`config.mk`:
```
export PLATFORM = sky130hd
export DESIGN_NAME = pc_and_accumulator_control
export DESIGN_NICKNAME = d
export VERILOG_FILES = /design/src/pc_ac_pkg.sv /design/src/pc_and_accumulator_control.sv
export SDC_FILE = /design/constraint.sdc
export NUM_CORES = 1
export LEC_CHECK = 0
export ABC_AREA = 1
export BUFFER_PORTS_ARGS = -buffer_cell sky130_fd_sc_hd__buf_2
export CAP_MARGIN = 20
export CORE_ASPECT_RATIO = 1.2
export CORE_MARGIN = 4
export CORE_UTILIZATION = 49
export CTS_CLUSTER_SIZE = 40
export DETAILED_ROUTE_END_ITERATION = 7
export GPL_ROUTABILITY_DRIVEN = 0
export PLACE_DENSITY = 0.91
export SLEW_MARGIN = 10
export SYNTH_ARGS = -nofsm -noshare
export SYNTH_HDL_FRONTEND = slang
export SYNTH_SLANG_ARGS = --single-unit
```
`constraint.sdc`:
```
create_clock -name pclk -period 3.5 [get_ports pclk]
set_clock_uncertainty 0.15 [all_clocks]
set_input_delay 0.525 -clock pclk [delete_from_list [all_inputs] [get_ports pclk]]
set_output_delay 0.525 -clock pclk [all_outputs]
set_load 0.02 [all_outputs]
```
`src/pc_ac_pkg.sv`:
```
// constants for the program counter and accumulator control block
package pc_ac_pkg;

	// ****************************************************************
	// word layout
	// ****************************************************************
	localparam int WORD_W    = 18;
	localparam int PC_LO     = 5;
	localparam int PC_HI     = 17;
	localparam int PC_W      = PC_HI - PC_LO + 1;

	// operate microcode bit positions, bit 0 is the msb
	localparam int OPR_INVERT_BIT   = 8;
	localparam int OPR_LINK_BIT     = 9;
	localparam int OPR_ZERO_BIT     = 10;
	localparam int OPR_NEG_BIT      = 11;
	localparam int OPR_ACS_BIT      = 15;
	localparam int SIGN_BIT         = 0;

	// ****************************************************************
	// timing
	// ****************************************************************
	localparam int CLK_PERIOD_NS    = 10;
	localparam int INC_DELAY_NS     = 20;
	localparam int INC_DELAY_CYCLES = (INC_DELAY_NS + CLK_PERIOD_NS - 1) / CLK_PERIOD_NS;

	// ****************************************************************
	// apb register map
	// ****************************************************************
	localparam int ADDR_W = 8;
	localparam logic [ADDR_W-1:0] ACC_SWITCH_ADDR  = 8'h00;
	localparam logic [ADDR_W-1:0] ADDR_SWITCH_ADDR = 8'h04;
	localparam logic [ADDR_W-1:0] ACCUM_ADDR       = 8'h08;
	localparam logic [ADDR_W-1:0] PC_ADDR          = 8'h0C;
	localparam logic [ADDR_W-1:0] FLAGS_ADDR       = 8'h10;

	localparam logic [WORD_W-1:0] ACC_SWITCH_RESET  = 18'h00000;
	localparam logic [PC_W-1:0]   ADDR_SWITCH_RESET = 13'h0000;
	localparam logic [PC_W-1:0]   PC_RESET          = 13'h0000;

	// flags register fields
	localparam int FLAG_LINK = 0;
	localparam int FLAG_POV  = 1;
	localparam int FLAG_OVF  = 2;
	localparam int FLAG_SKIP = 3;
	localparam int FLAG_ZERO = 4;
	localparam int FLAG_W    = 5;

endpackage : pc_ac_pkg

```
`src/pc_and_accumulator_control.sv`:
```
// program counter and accumulator control of an 18-bit processor
//
// Summary of operation
// - deposit keys load accumulator switches at SP2
// - operate bit 15 loads switches at T7
// - T4 of add sets possible overflow flag when ac0 zero
// - overflow when flag, mb0 one, ac0 zero
// - overflow sets link at next TP1
// - T1 clears the possible overflow flag
// - bit 8 clear: skip link, zero, negative
// - bit 8 set: tests inverted
// - combine by OR, or AND when inverted
// - skip increments program counter at T5
// - zero indication when all accumulator bits zero
// - clear touches only pc bits 5 to 17
// - pc clear on keys, jump, subroutine, break, readin
// - address switches load pc at SP2
// - jump fetch T6 loads mb into pc
// - subroutine or break T4 loads ma into pc
// - fetch increment follows pc copy by 20 ns
// - increment at tape SP2 and key SP4
// - fetch T1 copies pc into ma
`timescale 1ns/1ps
`default_nettype none

module pc_and_accumulator_control
	import pc_ac_pkg::*;
(
	input  wire logic                pclk,
	input  wire logic                presetn,
	// apb slave
	input  wire logic                psel,
	input  wire logic                penable,
	input  wire logic                pwrite,
	input  wire logic [ADDR_W-1:0]   paddr,
	input  wire logic [31:0]         pwdata,
	output logic      [31:0]         prdata,
	output logic                     pready,
	output logic                     pslverr,
	// timing pulses
	input  wire logic                t1,
	input  wire logic                t3,
	input  wire logic                t4,
	input  wire logic                t5,
	input  wire logic                t6,
	input  wire logic                t7,
	input  wire logic                tp1,
	input  wire logic                sp1,
	input  wire logic                sp2,
	input  wire logic                sp4,
	// major states and keys
	input  wire logic                fetch_state,
	input  wire logic                execute_state,
	input  wire logic                break_state,
	input  wire logic                key_start,
	input  wire logic                key_examine,
	input  wire logic                key_deposit,
	input  wire logic                key_deposit_next,
	input  wire logic                readin,
	input  wire logic                repeat_flag,
	input  wire logic                read_tape,
	// instruction decode
	input  wire logic                operate_instruction,
	input  wire logic                jump_instruction,
	input  wire logic                subroutine_jump_instruction,
	input  wire logic                add_instruction,
	// datapath
	input  wire logic [0:WORD_W-1]   memory_buffer_register,
	input  wire logic [0:WORD_W-1]   accumulator_register,
	input  wire logic [PC_LO:PC_HI]  memory_address_register,
	input  wire logic                link_bit,
	// commands and state out
	output logic                     ac_load_switches,
	output logic      [0:WORD_W-1]   ac_load_data,
	output logic                     link_set,
	output logic                     pc_to_ma,
	output logic      [PC_LO:PC_HI]  ma_load_data,
	output logic      [PC_LO:PC_HI]  program_counter,
	output logic                     possible_overflow_flag,
	output logic                     add_overflow_level,
	output logic                     operate_skip_level,
	output logic                     ac_zero,
	output logic                     ac_nonzero
);

	// ****************************************************************
	// apb registers
	// ****************************************************************
	logic [0:WORD_W-1]   console_accumulator_switches;
	logic [PC_LO:PC_HI]  console_address_switches;
	logic [FLAG_W-1:0]   flags;
	wire                 apb_access = psel && penable;
	wire                 apb_write  = apb_access && pwrite;
	wire                 hit_acs    = (paddr == ACC_SWITCH_ADDR);
	wire                 hit_as     = (paddr == ADDR_SWITCH_ADDR);
	wire                 hit_ac     = (paddr == ACCUM_ADDR);
	wire                 hit_pc     = (paddr == PC_ADDR);
	wire                 hit_flags  = (paddr == FLAGS_ADDR);
	wire                 hit_any    = hit_acs || hit_as || hit_ac || hit_pc || hit_flags;

	assign pready  = 1'b1;
	assign pslverr = apb_access && !hit_any;
	assign flags   = {ac_zero, operate_skip_level, add_overflow_level,
		possible_overflow_flag, link_bit};
	assign prdata  = !(psel && !pwrite) ? 32'h00000000 :
		hit_acs   ? {14'h0000, console_accumulator_switches} :
		hit_as    ? {19'h00000, console_address_switches} :
		hit_ac    ? {14'h0000, accumulator_register} :
		hit_pc    ? {19'h00000, program_counter} :
		hit_flags ? {27'h0000000, flags} : 32'h00000000;

	always_ff @(posedge pclk or negedge presetn) begin
		if (!presetn) begin
			console_accumulator_switches <= ACC_SWITCH_RESET;
			console_address_switches     <= ADDR_SWITCH_RESET;
		end else begin
			if (apb_write && hit_acs)
				console_accumulator_switches <= pwdata[WORD_W-1:0];
			if (apb_write && hit_as)
				console_address_switches <= pwdata[PC_W-1:0];
		end
	end

	// ****************************************************************
	// accumulator switch loading
	// ****************************************************************
	wire key_deposit_any = key_deposit || key_deposit_next;
	wire opr_acs_load    = t7 && operate_instruction && memory_buffer_register[OPR_ACS_BIT];

	assign ac_load_switches = (sp2 && key_deposit_any) || opr_acs_load;
	assign ac_load_data     = console_accumulator_switches;

	// ****************************************************************
	// add overflow into link
	// ****************************************************************
	wire pov_set = t4 && add_instruction && !accumulator_register[SIGN_BIT];

	assign add_overflow_level = possible_overflow_flag && add_instruction
		&& memory_buffer_register[SIGN_BIT] && !accumulator_register[SIGN_BIT];
	assign link_set = tp1 && add_overflow_level;

	always_ff @(posedge pclk or negedge presetn) begin
		if (!presetn)
			possible_overflow_flag <= 1'b0;
		else if (t1)
			possible_overflow_flag <= 1'b0;
		else if (pov_set)
			possible_overflow_flag <= 1'b1;
	end

	// ****************************************************************
	// operate skip decode
	// ****************************************************************
	assign ac_zero    = (accumulator_register == 18'h00000);
	assign ac_nonzero = !ac_zero;

	wire       skip_invert = memory_buffer_register[OPR_INVERT_BIT];
	wire [2:0] skip_select = {memory_buffer_register[OPR_LINK_BIT],
		memory_buffer_register[OPR_ZERO_BIT], memory_buffer_register[OPR_NEG_BIT]};
	wire [2:0] skip_test   = {link_bit, ac_zero, accumulator_register[SIGN_BIT]};
	wire       skip_or     = |(skip_select & skip_test);
	wire       skip_and    = &(~skip_select | ~skip_test);

	assign operate_skip_level = operate_instruction && (skip_invert ? skip_and : skip_or);

	// ****************************************************************
	// program counter commands
	// ****************************************************************
	logic [INC_DELAY_CYCLES-1:0] fetch_inc_pending;
	logic [PC_LO:PC_HI]          next_pc;

	wire key_sed      = key_start || key_examine || key_deposit;
	wire readin_load  = readin && !repeat_flag;
	wire jms_or_break = (execute_state && subroutine_jump_instruction) || break_state;
	wire jump_fetch   = fetch_state && jump_instruction;

	wire pc_clear = (sp1 && (key_sed || readin_load))
		|| (t5 && jump_fetch) || (t3 && jms_or_break);
	wire pc_load_switches = sp2 && (key_sed || readin_load);
	wire pc_load_mb       = t6 && jump_fetch;
	wire pc_load_ma       = t4 && jms_or_break;
	wire pc_increment     = fetch_inc_pending[INC_DELAY_CYCLES-1]
		|| (t5 && operate_skip_level)
		|| (sp2 && read_tape) || (sp4 && (key_examine || key_deposit));

	assign pc_to_ma     = t1 && fetch_state;
	assign ma_load_data = program_counter;

	// clear first, then or in transfers, then count; only bits 5 to 17
	always_comb begin
		next_pc = pc_clear ? PC_RESET : program_counter;
		if (pc_load_switches)
			next_pc = next_pc | console_address_switches;
		if (pc_load_mb)
			next_pc = next_pc | memory_buffer_register[PC_LO:PC_HI];
		if (pc_load_ma)
			next_pc = next_pc | memory_address_register;
		if (pc_increment)
			next_pc = next_pc + 13'h0001;
	end

	always_ff @(posedge pclk or negedge presetn) begin
		if (!presetn) begin
			program_counter   <= PC_RESET;
			fetch_inc_pending <= '0;
		end else begin
			program_counter   <= next_pc;
			fetch_inc_pending <= {fetch_inc_pending[INC_DELAY_CYCLES-2:0], pc_to_ma};
		end
	end

	// ****************************************************************
	// assertions
	// ****************************************************************
	wire only_clear = pc_clear && !pc_load_switches && !pc_load_mb
		&& !pc_load_ma && !pc_increment;
	wire only_mb    = pc_load_mb && !pc_clear && !pc_load_switches
		&& !pc_load_ma && !pc_increment;
	wire only_ma    = pc_load_ma && !pc_clear && !pc_load_switches
		&& !pc_load_mb && !pc_increment;

	a_deposit_load: assert property (@(posedge pclk) disable iff (!presetn)
		(sp2 && key_deposit_any) |-> ac_load_switches
			&& ac_load_data == console_accumulator_switches)
		else $error("deposit key did not load accumulator switches");

	a_opr_switch_load: assert property (@(posedge pclk) disable iff (!presetn)
		ac_load_switches |-> (sp2 && key_deposit_any) || opr_acs_load)
		else $error("accumulator switch load without cause");

	a_pov_set: assert property (@(posedge pclk) disable iff (!presetn)
		(t4 && add_instruction && !accumulator_register[SIGN_BIT] && !t1)
			|=> possible_overflow_flag)
		else $error("possible overflow flag not set at add T4");

	a_overflow_cause: assert property (@(posedge pclk) disable iff (!presetn)
		add_overflow_level |-> possible_overflow_flag && memory_buffer_register[SIGN_BIT]
			&& !accumulator_register[SIGN_BIT])
		else $error("overflow declared without its conditions");

	a_link_set: assert property (@(posedge pclk) disable iff (!presetn)
		tp1 |-> (link_set == add_overflow_level))
		else $error("link set does not follow overflow at TP1");

	a_pov_clear: assert property (@(posedge pclk) disable iff (!presetn)
		t1 |=> !possible_overflow_flag)
		else $error("possible overflow flag not cleared by T1");

	a_skip_plain: assert property (@(posedge pclk) disable iff (!presetn)
		(operate_instruction && !skip_invert && skip_select == 3'b011)
			|-> operate_skip_level == (ac_zero || accumulator_register[SIGN_BIT]))
		else $error("non inverted skip combine wrong");

	a_skip_inverted: assert property (@(posedge pclk) disable iff (!presetn)
		(operate_instruction && skip_invert && skip_select == 3'b101)
			|-> operate_skip_level == (!link_bit && !accumulator_register[SIGN_BIT]))
		else $error("inverted skip combine wrong");

	a_ac_zero: assert property (@(posedge pclk) disable iff (!presetn)
		(ac_zero == (accumulator_register == 18'h00000)) && (ac_nonzero != ac_zero))
		else $error("accumulator zero indication wrong");

	a_pc_clear: assert property (@(posedge pclk) disable iff (!presetn)
		only_clear |=> program_counter == PC_RESET)
		else $error("program counter not cleared");

	a_jump_load: assert property (@(posedge pclk) disable iff (!presetn)
		only_mb |=> program_counter == ($past(program_counter)
			| $past(memory_buffer_register[PC_LO:PC_HI])))
		else $error("jump address not loaded");

	a_ma_load: assert property (@(posedge pclk) disable iff (!presetn)
		only_ma |=> program_counter == ($past(program_counter)
			| $past(memory_address_register)))
		else $error("address register not loaded into pc");

	a_fetch_delay: assert property (@(posedge pclk) disable iff (!presetn)
		pc_to_ma |-> !fetch_inc_pending[INC_DELAY_CYCLES-1] ##2 pc_increment)
		else $error("fetch increment not two cycles after copy");

	a_skip_inc: assert property (@(posedge pclk) disable iff (!presetn)
		(t5 && operate_skip_level && !pc_clear && !pc_load_switches && !pc_load_mb
			&& !pc_load_ma) |=> program_counter == $past(program_counter) + 13'h0001)
		else $error("skip did not increment pc");

	a_pc_to_ma: assert property (@(posedge pclk) disable iff (!presetn)
		(t1 && fetch_state) |-> pc_to_ma && ma_load_data == program_counter)
		else $error("pc not copied to ma at fetch T1");

	a_switch_pc_load: assert property (@(posedge pclk) disable iff (!presetn)
		(pc_load_switches && !pc_clear && !pc_load_mb && !pc_load_ma && !pc_increment)
			|=> program_counter == ($past(program_counter) | $past(console_address_switches)))
		else $error("address switches not loaded into pc");

	a_pov_hold: assert property (@(posedge pclk) disable iff (!presetn)
		(!t1 && !pov_set) |=> possible_overflow_flag == $past(possible_overflow_flag))
		else $error("possible overflow flag changed without cause");

	a_link_quiet: assert property (@(posedge pclk) disable iff (!presetn)
		!tp1 |-> !link_set)
		else $error("link set outside TP1");

	a_skip_link: assert property (@(posedge pclk) disable iff (!presetn)
		(operate_instruction && !skip_invert && skip_select == 3'b100)
			|-> operate_skip_level == link_bit)
		else $error("link skip wrong");

	a_skip_empty: assert property (@(posedge pclk) disable iff (!presetn)
		(operate_instruction && skip_invert && skip_select == 3'b000) |-> operate_skip_level)
		else $error("empty inverted skip did not skip");

	a_skip_idle: assert property (@(posedge pclk) disable iff (!presetn)
		!operate_instruction |-> !operate_skip_level)
		else $error("skip level outside operate");

	a_tape_inc: assert property (@(posedge pclk) disable iff (!presetn)
		(sp2 && read_tape && !pc_clear && !pc_load_switches && !pc_load_mb && !pc_load_ma)
			|=> program_counter == $past(program_counter) + 13'h0001)
		else $error("tape read did not increment pc");

	a_pc_hold: assert property (@(posedge pclk) disable iff (!presetn)
		(!pc_clear && !pc_load_switches && !pc_load_mb && !pc_load_ma && !pc_increment)
			|=> $stable(program_counter))
		else $error("pc changed without a command");

	a_opr_load_data: assert property (@(posedge pclk) disable iff (!presetn)
		opr_acs_load |-> ac_load_switches && ac_load_data == console_accumulator_switches)
		else $error("operate switch load missing");

	a_copy_first: assert property (@(posedge pclk) disable iff (!presetn)
		pc_to_ma |=> !fetch_inc_pending[INC_DELAY_CYCLES-1])
		else $error("fetch increment came before copy");

endmodule : pc_and_accumulator_control

`default_nettype wire

```
==> results of run 1 <==
cells by family after synthesis:
family / after synthesis / share of synthesized area
compound gates: 87 / 0.137
xor+xnor: 4 / 0.00971
simple gates: 280 / 0.348
other cells: 2 / 0.00208
flops: 47 / 0.326
mux: 5 / 0.0156
buf+inv: 111 / 0.158
fa+ha+maj: 1 / 0.00347
flip-flops by register name, indices dropped and copies added (netlist names):
register,cells
ma_load_data,13
fetch_inc_pending,2
possible_overflow_flag,1
ac_load_data,18
console_address_switches,13
report_power, final:
part	leakage, nW	internal, mW	switching, mW
Combinational	1.82	0.141	0.285
Clock	0.0418	0.144	0.203
Sequential	0.636	0.575	0.0421
critical path, delay by kind of cell:
family                 cells  cell delay (ps)
AO/OA/AOI/OAI              3              430
buffers and inverters      2              290
AND/OR/NAND/NOR            4              940
per-layer routing:
metal / vias to the layer above / global-route usage / wire length, um
met3: 56 / 0.0331 / 1240
li1: 1983 / - / -
met1: 1916 / 0.318 / 4430
met5: - / 0 / 0
met4: 0 / 0.128 / 582
met2: 295 / 0.456 / 5860
placed cells by master (no fill, tap or decap), drive strengths merged, types with 2 or more instances in the layout:
master    n
xor2      4
conb     15
a21oi    33
mux2      5
nand3    40
o221ai   10
clkinv    2
clkbuf    6
nor2     54
nand4     8
nand3b    3
buf     173
inv      66
o21ai    42
dfrtp    47
nand2   172
layout make-up:
| cell class | instances | area share |
|---|---|---|
| Multi-Input combinational cell | 392 | 0.431 |
| Sequential cell | 47 | 0.265 |
| Timing Repair Buffer | 174 | 0.201 |
| Inverter | 67 | 0.0567 |
| Tap cell | 90 | 0.0254 |
| Clock buffer | 6 | 0.0164 |
| Clock inverter | 2 | 0.00367 |
| Antenna cell | 1 | 0.000564 |
final timing paths:
| check | end | slack, ps | depth (start not counted) |
|---|---|---|---|
| setup / recovery | prdata[9] | 640 | 9 |
| hold / removal | fetch_inc_pending[1] | 220 | 0 |
| setup reg to reg | ma_load_data[5] | 1530 | 12 |
| hold reg to reg | fetch_inc_pending[1] | 220 | 0 |
| max in group asynchronous | ac_load_data[11] | 2240 | 3 |
| min in group asynchronous | ma_load_data[9] | 480 | 2 |
==> results by group, run 1 <==
Synthesis
  – Gate Count Post-Synth: 537
  – Synth top area cells: dfrtp_1 (33%), nand2_1 (16%), inv_1 (6.0%)
  – Ys flop type: dfrtp_1
  – Number of synthesized register bits: 47
  – Post-synth EDFFs: 0
  – Synth cell types: 34
  – Area share of the largest cell type after synthesis: 0.326
  – Synth Warn #: 0
  – Top cells by count, synth: nand2_1 (156), inv_1 (58), dfrtp_1 (47)
  – Synth area leader: dfrtp_1
  – Part of the Yosys area used for sequential elements: 0.326
  – FFs w/ async S/R, synth: 1.00
  – Average size of a mapped cell: 6.72 um2
  – Most common cell in the synthesized netlist: nand2_1
  – Syn Std Cell Area: 0.00361 mm2

Cells and area
  – Fraction of layout cells with a size suffix above 1: 0.327
  – Cell area after layout: 0.00443 mm2
  – Nets: 807
  – Util after Layout: 0.617
  – Layout area overhead: 22.9%
  – Fill cell count: 666
  – Post-route insts no fill: 779
  – Area of the multi-input gates: 0.00191 mm2
  – Storage cell area: 0.00118 mm2

Routing
  – Routed via count: 4250
  – WL per Instance: 15.6 um
  – First-pass DRT Iterations: 5
  – Final WL: 12100 um
  – Via density: 5.46
  – Residual DRC: 0
  – First-iteration detailed-routing DRC count: 388
  – ANT nets after route: 0

Clock tree
  – CTS Buffer Depth: 2
  – Clk Latency, worst-skew pair: 310 ps
  – TritonCTS clock tree: yes
  – CTS H-tree lvls: 2
  – Setup repair bufs after CTS: 0
  – CTS resizes: 0
  – Worst-path clk slew: 90 ps
  – Post-CTS Hold Fix Bufs: 0
  – CTS Buf Count: 5
  – CTS sink count: 47
  – CTS Root Cell: clkbuf_8

Floorplanning
  – Die W: 86.3 um
  – Ports: 205
  – Die area: 0.00880 mm2
  – Rows: 34
  – Initial core utilization: 0.502
  – Core Region: 0.00719 mm2
  – Die Span Y: 102 um

STA
  – Hold WS: 218 ps
  – Final period util: 0.818
  – Slew Limit Fails: 0
  – Worst slew margin: 0.535
  – Setup violators final: 0
  – Fmax: 0.349 GHz
  – Fin Setup TNS: 0 ps
  – RSZ-0062 raised after global routing: no
  – Worst Tran Pin Value: 697 ps
  – Tmin final: 2860 ps
  – Hold Vio Cnt, Final: 0
  – Fin worst setup slack: 637 ps

Worst setup path
  – Worst Setup End Kind: primary output
  – Worst Setup SP: paddr[7]
  – CP max stage cell: nor2_2
  – Crit-path max FO: 19
  – Reg-to-reg startpoint: ma_load_data[17]
  – Critical-path cell list: buf_2 -> nor2_2 -> nand3_2 -> nor2_2 -> a21oi_1 -> nand2_1 -> o21ai_0 -> a21oi_1 -> buf_2
  – Critical path required time: 2820 ps
  – Crit Path Category: input pin to primary output
  – CP arrival: 2190 ps
  – CP peak stage delay: 590 ps
  – Critical path startpoint category: input pin

GRT
  – First-pass GRT wire length: 18400 um
  – Largest net degree at the start of global routing: 48
  – Antenna violations before repair: 1
  – Vias in the first global route: 3889
  – Gr ovfl total: 0
  – GRT Util Overall: 0.262

Status
  – Outcome: finished, final reports clean

Run
  – Max-cap violations: 0

Placed design
  – Placed Instances: 768
  – Port Buffers: 171
  – Dpl hpwl: 9550 um
  – Post-place setup slack: 719 ps
  – Placed cell area: 0.00431 mm2

Power and ir drop
  – Max VDD drop: 0.192 mV
  – Static Leak: 2.49 nW
  – Power consumption: 1.39 mW
  – Pwr/cell area: 314 mW/mm2

Hold path
  – Hold wc startpoint: fetch_inc_pending[0]
  – Worst Hold Class: flip-flop to flip-flop
Power figures use the tool's default switching activity.
==> inputs of run 2 (changes only) <==
ABC_AREA = 0   (was 1)
CORE_UTILIZATION = 40   (was 49)
PLACE_DENSITY = 0.81   (was 0.91)
clock period = 2.5 ns   (was 3.5 ns; I/O delays follow)
==> results by group, run 2 <==
Worst setup path
  – CP arrival: 2240 ps (+50 ps)
  – Critical path startpoint category: input pin
  – Crit Path Category: input pin to primary output
  – Critical path required time: 1980 ps (-840 ps)
  – Setup slack, reg-to-reg: 290 ps (-1240 ps)
  – Reg-to-Reg End: ma_load_data[5]
  – Crit-path max FO: 6 (-13)
  – Worst Setup End Kind: primary output
  – Depth of the most critical reg-to-reg path: 7 (-5)
  – Reg-to-reg startpoint: console_address_switches[14]

Hold path
  – Hold wc startpoint: t1
  – Hold Crit Endpoint: possible_overflow_flag
  – Min-Delay Path Depth: 2 (+2)
  – Worst Hold Class: input pin to flip-flop

STA
  – Fin worst setup slack: -263 ps (-900 ps)
  – Fmax: 0.362 GHz
  – Worst slew margin: 0.541 (+0.00672)
  – RSZ-0062 raised after global routing: yes
  – Tmin final: 2760 ps
  – Slew Limit Fails: 0 (unchanged)
  – Hold Vio Cnt, Final: 0 (unchanged)
  – Worst Tran Pin Value: 688 ps (-9.33 ps)
  – Hold WS: 69.9 ps (-148 ps)
  – Setup violators final: 18 (+18)
  – Final period util: 1.11

Power and ir drop
  – Max VDD drop: 0.297 mV (+54%)
  – Sequential group share of total power: 0.446 (+0.002)
  – Static Leak: 2.52 nW (+1.1%)
  – Switch Pwr: 0.670 mW (+26%)
  – Combinational share of power: 0.311 (+0.004)
  – P_int: 1.24 mW (+45%)
  – Pwr/cell area: 410 mW/mm2 (+31%)
  – Sw Ratio: 0.350 (-0.0312)
  – Clock power share: 0.243 (-0.006)

Cells and area
  – Storage cell area: 0.00118 mm2 (unchanged)
  – Most common cell after layout, fill and taps aside: buf_2
  – Layout area overhead: 40.1%
  – Antenna cells: 0 (-1)
  – Fraction of layout cells with a size suffix above 1: 0.529 (+0.202)
  – Area of the multi-input gates: 0.00198 mm2 (+3.8%)
  – Fill cell count: 715 (+7.4%)
  – Most frequent cells in the layout: buf_2 (161), dfrtp_1 (47), buf_4 (43)
  – Max reg flops: 18 (unchanged)
  – Nets: 646 (-20%)
  – Cell area after layout: 0.00467 mm2 (+5.3%)
  – Util after Layout: 0.576 (-0.0409)

GRT
  – Antenna violations before repair: 0 (-1)
  – Largest net degree at the start of global routing: 31 (-35%)
  – Gr ovfl total: 0 (unchanged)
  – First-pass GRT wire length: 17600 um (-4.2%)
  – GRT Util Overall: 0.226 (-0.0361)
  – Vias in the first global route: 3502 (-10%)

Synthesis
  – Synth area leader: dfrtp_1
  – Syn Std Cell Area: 0.00333 mm2 (-7.6%)
  – Top cells by count, synth: dfrtp_1 (47), buf_4 (28), mux2i_1 (25)
  – FFs w/ async S/R, synth: 1.00 (unchanged)
  – Average size of a mapped cell: 9.95 um2 (+48%)
  – Synth cell types: 51 (+50%)
  – Synth top area cells: dfrtp_1 (35%), mux2i_1 (7.5%), mux2_2 (6.4%)
  – Part of the Yosys area used for sequential elements: 0.353 (+0.0268)
  – Number of synthesized register bits: 47 (unchanged)
  – Ys flop type: dfrtp_1
  – Gate Count Post-Synth: 335 (-38%)
  – Most common cell in the synthesized netlist: dfrtp_1
  – Synth Warn #: 0 (unchanged)
  – Post-synth EDFFs: 0 (unchanged)
  – Area share of the largest cell type after synthesis: 0.353 (+0.0268)

Floorplanning
  – Initial core utilization: 0.411 (-0.0906)
  – Die area: 0.00986 mm2 (+12%)
  – Die W: 91.3 um (+5.8%)
  – Rows: 36 (+5.9%)
  – Die Span Y: 108 um (+5.9%)
  – Core Region: 0.00811 mm2 (+13%)
  – Ports: 205 (unchanged)

Clock tree
  – CTS sink count: 47 (unchanged)
  – Setup repair bufs after CTS: 0 (unchanged)
  – CTS Buf Count: 5 (unchanged)
  – CTS Buffer Depth: 2 (unchanged)
  – Clk Latency, worst-skew pair: 310 ps (about the same)
  – CTS H-tree lvls: 2 (unchanged)
  – CTS Root Cell: clkbuf_8
  – Worst-path clk slew: 90 ps (about the same)
  – TritonCTS clock tree: yes

Routing
  – Routed via count: 3417 (-20%)
  – First-iteration detailed-routing DRC count: 241 (-38%)
  – First-pass DRT Iterations: 8 (+3)
  – WL per Instance: 18.6 um (+20%)
  – Final WL: 11600 um (-4.4%)
  – ANT nets after route: 0 (unchanged)
  – Via density: 5.49 (+0.69%)
  – Residual DRC: 0 (unchanged)

Status
  – Violated checks: setup timing
  – Outcome: complete, but fails checks

Placed design
  – Port Buffers: 171 (unchanged)
  – Dpl hpwl: 9640 um (+0.98%)
  – Placed cell area: 0.00449 mm2 (+4.2%)

Run
  – Max-cap violations: 0 (unchanged)
[run 2: cell count changes in the layout (fill, tap and decap cells not counted), moves of 11 or more]
cell	before	now
a21oi_1	32	11
buf_4	1	43
inv_1	58	14
mux2_2	1	19
mux2i_1	0	24
nand2_1	156	20
nand2_2	14	0
nand3_1	35	7
nor2_1	41	15
nor2_2	11	0
o21ai_0	39	11
[run 2: critical path, stage by stage]
cell	delay, ps
buf_6	90
or4_4	530
or3_4	380
nor2_4	210
mux2i_2	260
o22ai_1	100
and2_4	170
buf_6	120
[run 2: area by class of cell]
type / instances / area share
Sequential cell: 47 / 0.252
Timing Repair Buffer: 213 / 0.269
Clock buffer: 6 / 0.0155
Multi-Input combinational cell: 245 / 0.424
Tap cell: 95 / 0.0255
Clock inverter: 2 / 0.00268
Inverter: 14 / 0.0113
[run 2: metal layers]
metal | GRT usage | wire length (um) | up-vias
met3 | 0.0543 | 835 | 24
li1 | - | - | 1566
met5 | 0 | 0 | -
met2 | 0.416 | 6140 | 160
met4 | 0.0884 | 322 | 0
met1 | 0.250 | 4280 | 1667
[run 2: repair_timing]
action,in CTS,in global routing
gates cloned,0,0
gates resized for setup,15,6
hold buffers,1,0
pin swaps,6,0
hold endpoints to repair,28,0
endpoints found under the setup margin,18,19
[run 2: stage by stage]
step / instances / TNS [ps] / power, mW / setup slack [ps]
final: 622 / -2600 / 1.91 / -263
after global routing: 622 / -3670 / 2.00 / -312
after CTS: 622 / -2590 / 1.91 / -262
after detailed placement: 613 / -12830 / 1.45 / -323
after global placement: 613 / -11200 / 1.43 / -281
after floorplan: 348 / -2820 / 1.21 / -145
[run 2: worst max-delay path by stage]
stage                     startpoint                      endpoint  cells past startpoint
after floorplan             paddr[7]  console_address_switches[10]                      9
after global placement      paddr[7]                     prdata[4]                      8
after detailed placement    paddr[7]                     prdata[0]                      8
after CTS                   paddr[7]                     prdata[4]                      8
after global routing        paddr[7]                     prdata[4]                      8
final                       paddr[7]                     prdata[4]                      8
[run 2: cells by family (layout without fill, tap and decap cells)]
group	Yosys count	in the layout	synth area share
other cells	2	15	0.00225
fa+ha+maj	1	1	0.00375
xor+xnor	12	12	0.0315
buf+inv	56	235	0.109
compound gates	65	65	0.140
flops	47	47	0.353
simple gates	92	92	0.146
mux	60	60	0.215
[run 2: power by group through the flow]
| stage | clock network [mW] | logic [mW] | registers (mW) |
|---|---|---|---|
| finish | 0.465 | 0.596 | 0.853 |
| CTS | 0.470 | 0.586 | 0.854 |
| floorplan | 0 | 0.320 | 0.895 |
| global route | 0.494 | 0.641 | 0.862 |
| detailed placement | 0 | 0.582 | 0.869 |
| global placement | 0 | 0.568 | 0.867 |
==> inputs of run 3 (changes only) <==
CORE_MARGIN = 2   (was 4)
CORE_UTILIZATION = 44   (was 40)
PLACE_DENSITY = 0.85   (was 0.81)
clock period = 2.6 ns   (was 2.5 ns; I/O delays follow)
==> results by group, run 3 (synthesized netlist as in run 2, its figures left out) <==
Cells and area
  – Fill cell count: 629 (-12%)
  – Max reg flops: 18 (unchanged)
  – Fraction of layout cells with a size suffix above 1: 0.512 (-0.0178)
  – Nets: 637 (-1.4%)
  – Storage cell area: 0.00118 mm2 (unchanged)
  – Layout area overhead: 38.4%
  – Area of the multi-input gates: 0.00195 mm2 (-1.4%)
  – Antenna cells: 0 (unchanged)
  – Cell area after layout: 0.00461 mm2 (-1.2%)
  – Post-route insts no fill: 608 (-2.3%)
  – Most common cell after layout, fill and taps aside: buf_2
  – Most frequent cells in the layout: buf_2 (154), dfrtp_1 (47), buf_4 (39)

Worst setup path
  – Family with the most delay on the worst path: simple AND/OR/NAND/NOR gates
  – Critical path required time: 2060 ps (+80 ps)
  – Critical path startpoint category: input pin
  – CP max stage cell: or4_4
  – Worst Setup End Kind: primary output
  – Setup slack, reg-to-reg: 270 ps (-20 ps)
  – WP buf/inv: 2 (unchanged)
  – Reg-to-Reg End: ma_load_data[7]
  – CP peak stage delay: 530 ps (about the same)
  – Crit Path Category: input pin to primary output
  – Reg-to-reg startpoint: console_address_switches[14]
  – CP dominant cell by count: buf_6
  – CP arrival: 2270 ps (+30 ps)
  – Critical-path cell list: buf_6 -> or4_4 -> or3_4 -> nor2_4 -> mux2i_1 -> o22ai_1 -> and2_1 -> buf_6
  – Crit-path max FO: 6 (unchanged)
  – Depth of the most critical reg-to-reg path: 7 (unchanged)

STA
  – Worst slew margin: 0.577 (+0.0354)
  – Setup violators final: 18 (unchanged)
  – Tmin final: 2810 ps
  – Fmax: 0.356 GHz
  – Hold Vio Cnt, Final: 0 (unchanged)
  – Fin worst setup slack: -209 ps (+53.7 ps)
  – Slew Limit Fails: 0 (unchanged)
  – Fin Setup TNS: -1770 ps (+832 ps)
  – Final period util: 1.08
  – Worst Tran Pin Value: 635 ps (-53.1 ps)
  – RSZ-0062 raised after global routing: yes
  – Hold WS: 21.5 ps (-48.3 ps)

Routing
  – Via density: 5.67 (+3.1%)
  – Residual DRC: 0 (unchanged)
  – First-pass DRT Iterations: 5 (-3)
  – ANT nets after route: 0 (unchanged)
  – Routed via count: 3445 (+0.82%)
  – First-iteration detailed-routing DRC count: 196 (-19%)
  – Final WL: 11600 um (+0.51%)
  – WL per Instance: 19.1 um (+2.8%)

GRT
  – Largest net degree at the start of global routing: 48 (+55%)
  – First-pass GRT wire length: 17700 um (+0.39%)
  – Gr ovfl total: 0 (unchanged)
  – Antenna violations before repair: 0 (unchanged)
  – GRT Util Overall: 0.272 (+0.0459)
  – Vias in the first global route: 3403 (-2.8%)

Clock tree
  – Worst-path clk slew: 90 ps (about the same)
  – CTS Buffer Depth: 2 (unchanged)
  – Post-CTS Hold Fix Bufs: 0 (-1)
  – CTS Buf Count: 5 (unchanged)
  – CTS H-tree lvls: 2 (unchanged)
  – CTS Root Cell: clkbuf_8
  – CTS sink count: 47 (unchanged)
  – TritonCTS clock tree: yes
  – Clk Latency, worst-skew pair: 310 ps (about the same)

Power and ir drop
  – P_int: 1.19 mW (-4.2%)
  – Static Leak: 2.47 nW (-2.0%)
  – Sequential group share of total power: 0.446 (about the same)
  – Combinational share of power: 0.305 (-0.006)
  – Sw Ratio: 0.353 (+0.00286)
  – Max VDD drop: 0.270 mV (-9.2%)
  – Clock power share: 0.249 (+0.006)
  – Switch Pwr: 0.650 mW (-3.0%)
  – Pwr/cell area: 399 mW/mm2 (-2.6%)

Floorplanning
  – Rows: 34 (-5.6%)
  – Core Region: 0.00732 mm2 (-9.8%)
  – Initial core utilization: 0.456 (+0.0444)
  – Die Span Y: 99.3 um (-8.0%)
  – Die W: 83.5 um (-8.6%)
  – Ports: 205 (unchanged)
  – Die area: 0.00829 mm2 (-16%)

Run
  – Max-cap violations: 0 (unchanged)

Placed design
  – Placed Instances: 597 (-2.6%)
  – Placed cell area: 0.00440 mm2 (-2.0%)
  – Post-place setup slack: -320 ps (+2.60 ps)
  – Port Buffers: 171 (unchanged)
  – Dpl hpwl: 9120 um (-5.4%)

Hold path
  – Worst Hold Class: input pin to asynchronous set/reset pin

Status
  – Violated checks: setup timing
  – Outcome: complete, but fails checks
==> run 3: cell types whose count changed in the layout (fill, tap and decap cells not counted), sizes merged <==
cell	change
buf	-8
clkinv	+1
clkinvlp	-1
dlygate4sd3	-1
==> run 3: what timing repair did <==
| item | in CTS | in global routing |
|---|---|---|
| buffers inserted | 1 | 2 |
| setup endpoints to repair | 18 | 19 |
| resized for setup | 20 | 9 |
| cloned | 0 | 0 |
| pin swaps | 7 | 4 |
==> run 3: worst register-to-register path, stage by stage (launching register included) <==
cell	delay, ps
dfrtp_1	450
nand2_1	80
a21oi_1	200
o22ai_1	120
a221oi_2	380
nand3_1	280
nor4b_1	420
xor2_1	190
==> run 3: worst max path at each step <==
stage                     cells past startpoint                           end  startpoint
after floorplan                               9  console_address_switches[10]    paddr[7]
after global placement                        8                     prdata[2]    paddr[7]
after detailed placement                      8                     prdata[2]    paddr[7]
after CTS                                     8                     prdata[2]    paddr[0]
after global routing                          8                     prdata[1]    paddr[0]
final                                         8                     prdata[1]    paddr[0]
==> run 3: per-layer routing <==
metal,GRT usage,wire (um)
met3,0.0473,970
met1,0.322,4360
met4,0.128,537
met5,0,0
met2,0.480,5770
==> run 3: through the flow <==
step                      total power [mW]  utilization
after floorplan                       1.17            -
after global placement                1.37        0.602
after detailed placement              1.39        0.602
after CTS                             1.84        0.624
after global routing                  1.93        0.630
final                                 1.84        0.630
==> run 3: power groups by stage <==
stage / Combinational, mW / Sequential (mW) / Clock, mW
global placement: 0.537 / 0.835 / 0
floorplan: 0.307 / 0.860 / 0
detailed placement: 0.550 / 0.836 / 0
global route: 0.603 / 0.827 / 0.503
CTS: 0.555 / 0.822 / 0.467
finish: 0.562 / 0.821 / 0.458
==> run 3: area by class of cell <==
| type | count | area share |
|---|---|---|
| clock inverters | 2 | 0.00380 |
| flip-flops and latches | 47 | 0.255 |
| multi-input cells | 245 | 0.424 |
| clock buffers | 6 | 0.0157 |
| inverters | 14 | 0.0114 |
| repair buffers | 204 | 0.266 |
| well taps | 90 | 0.0244 |
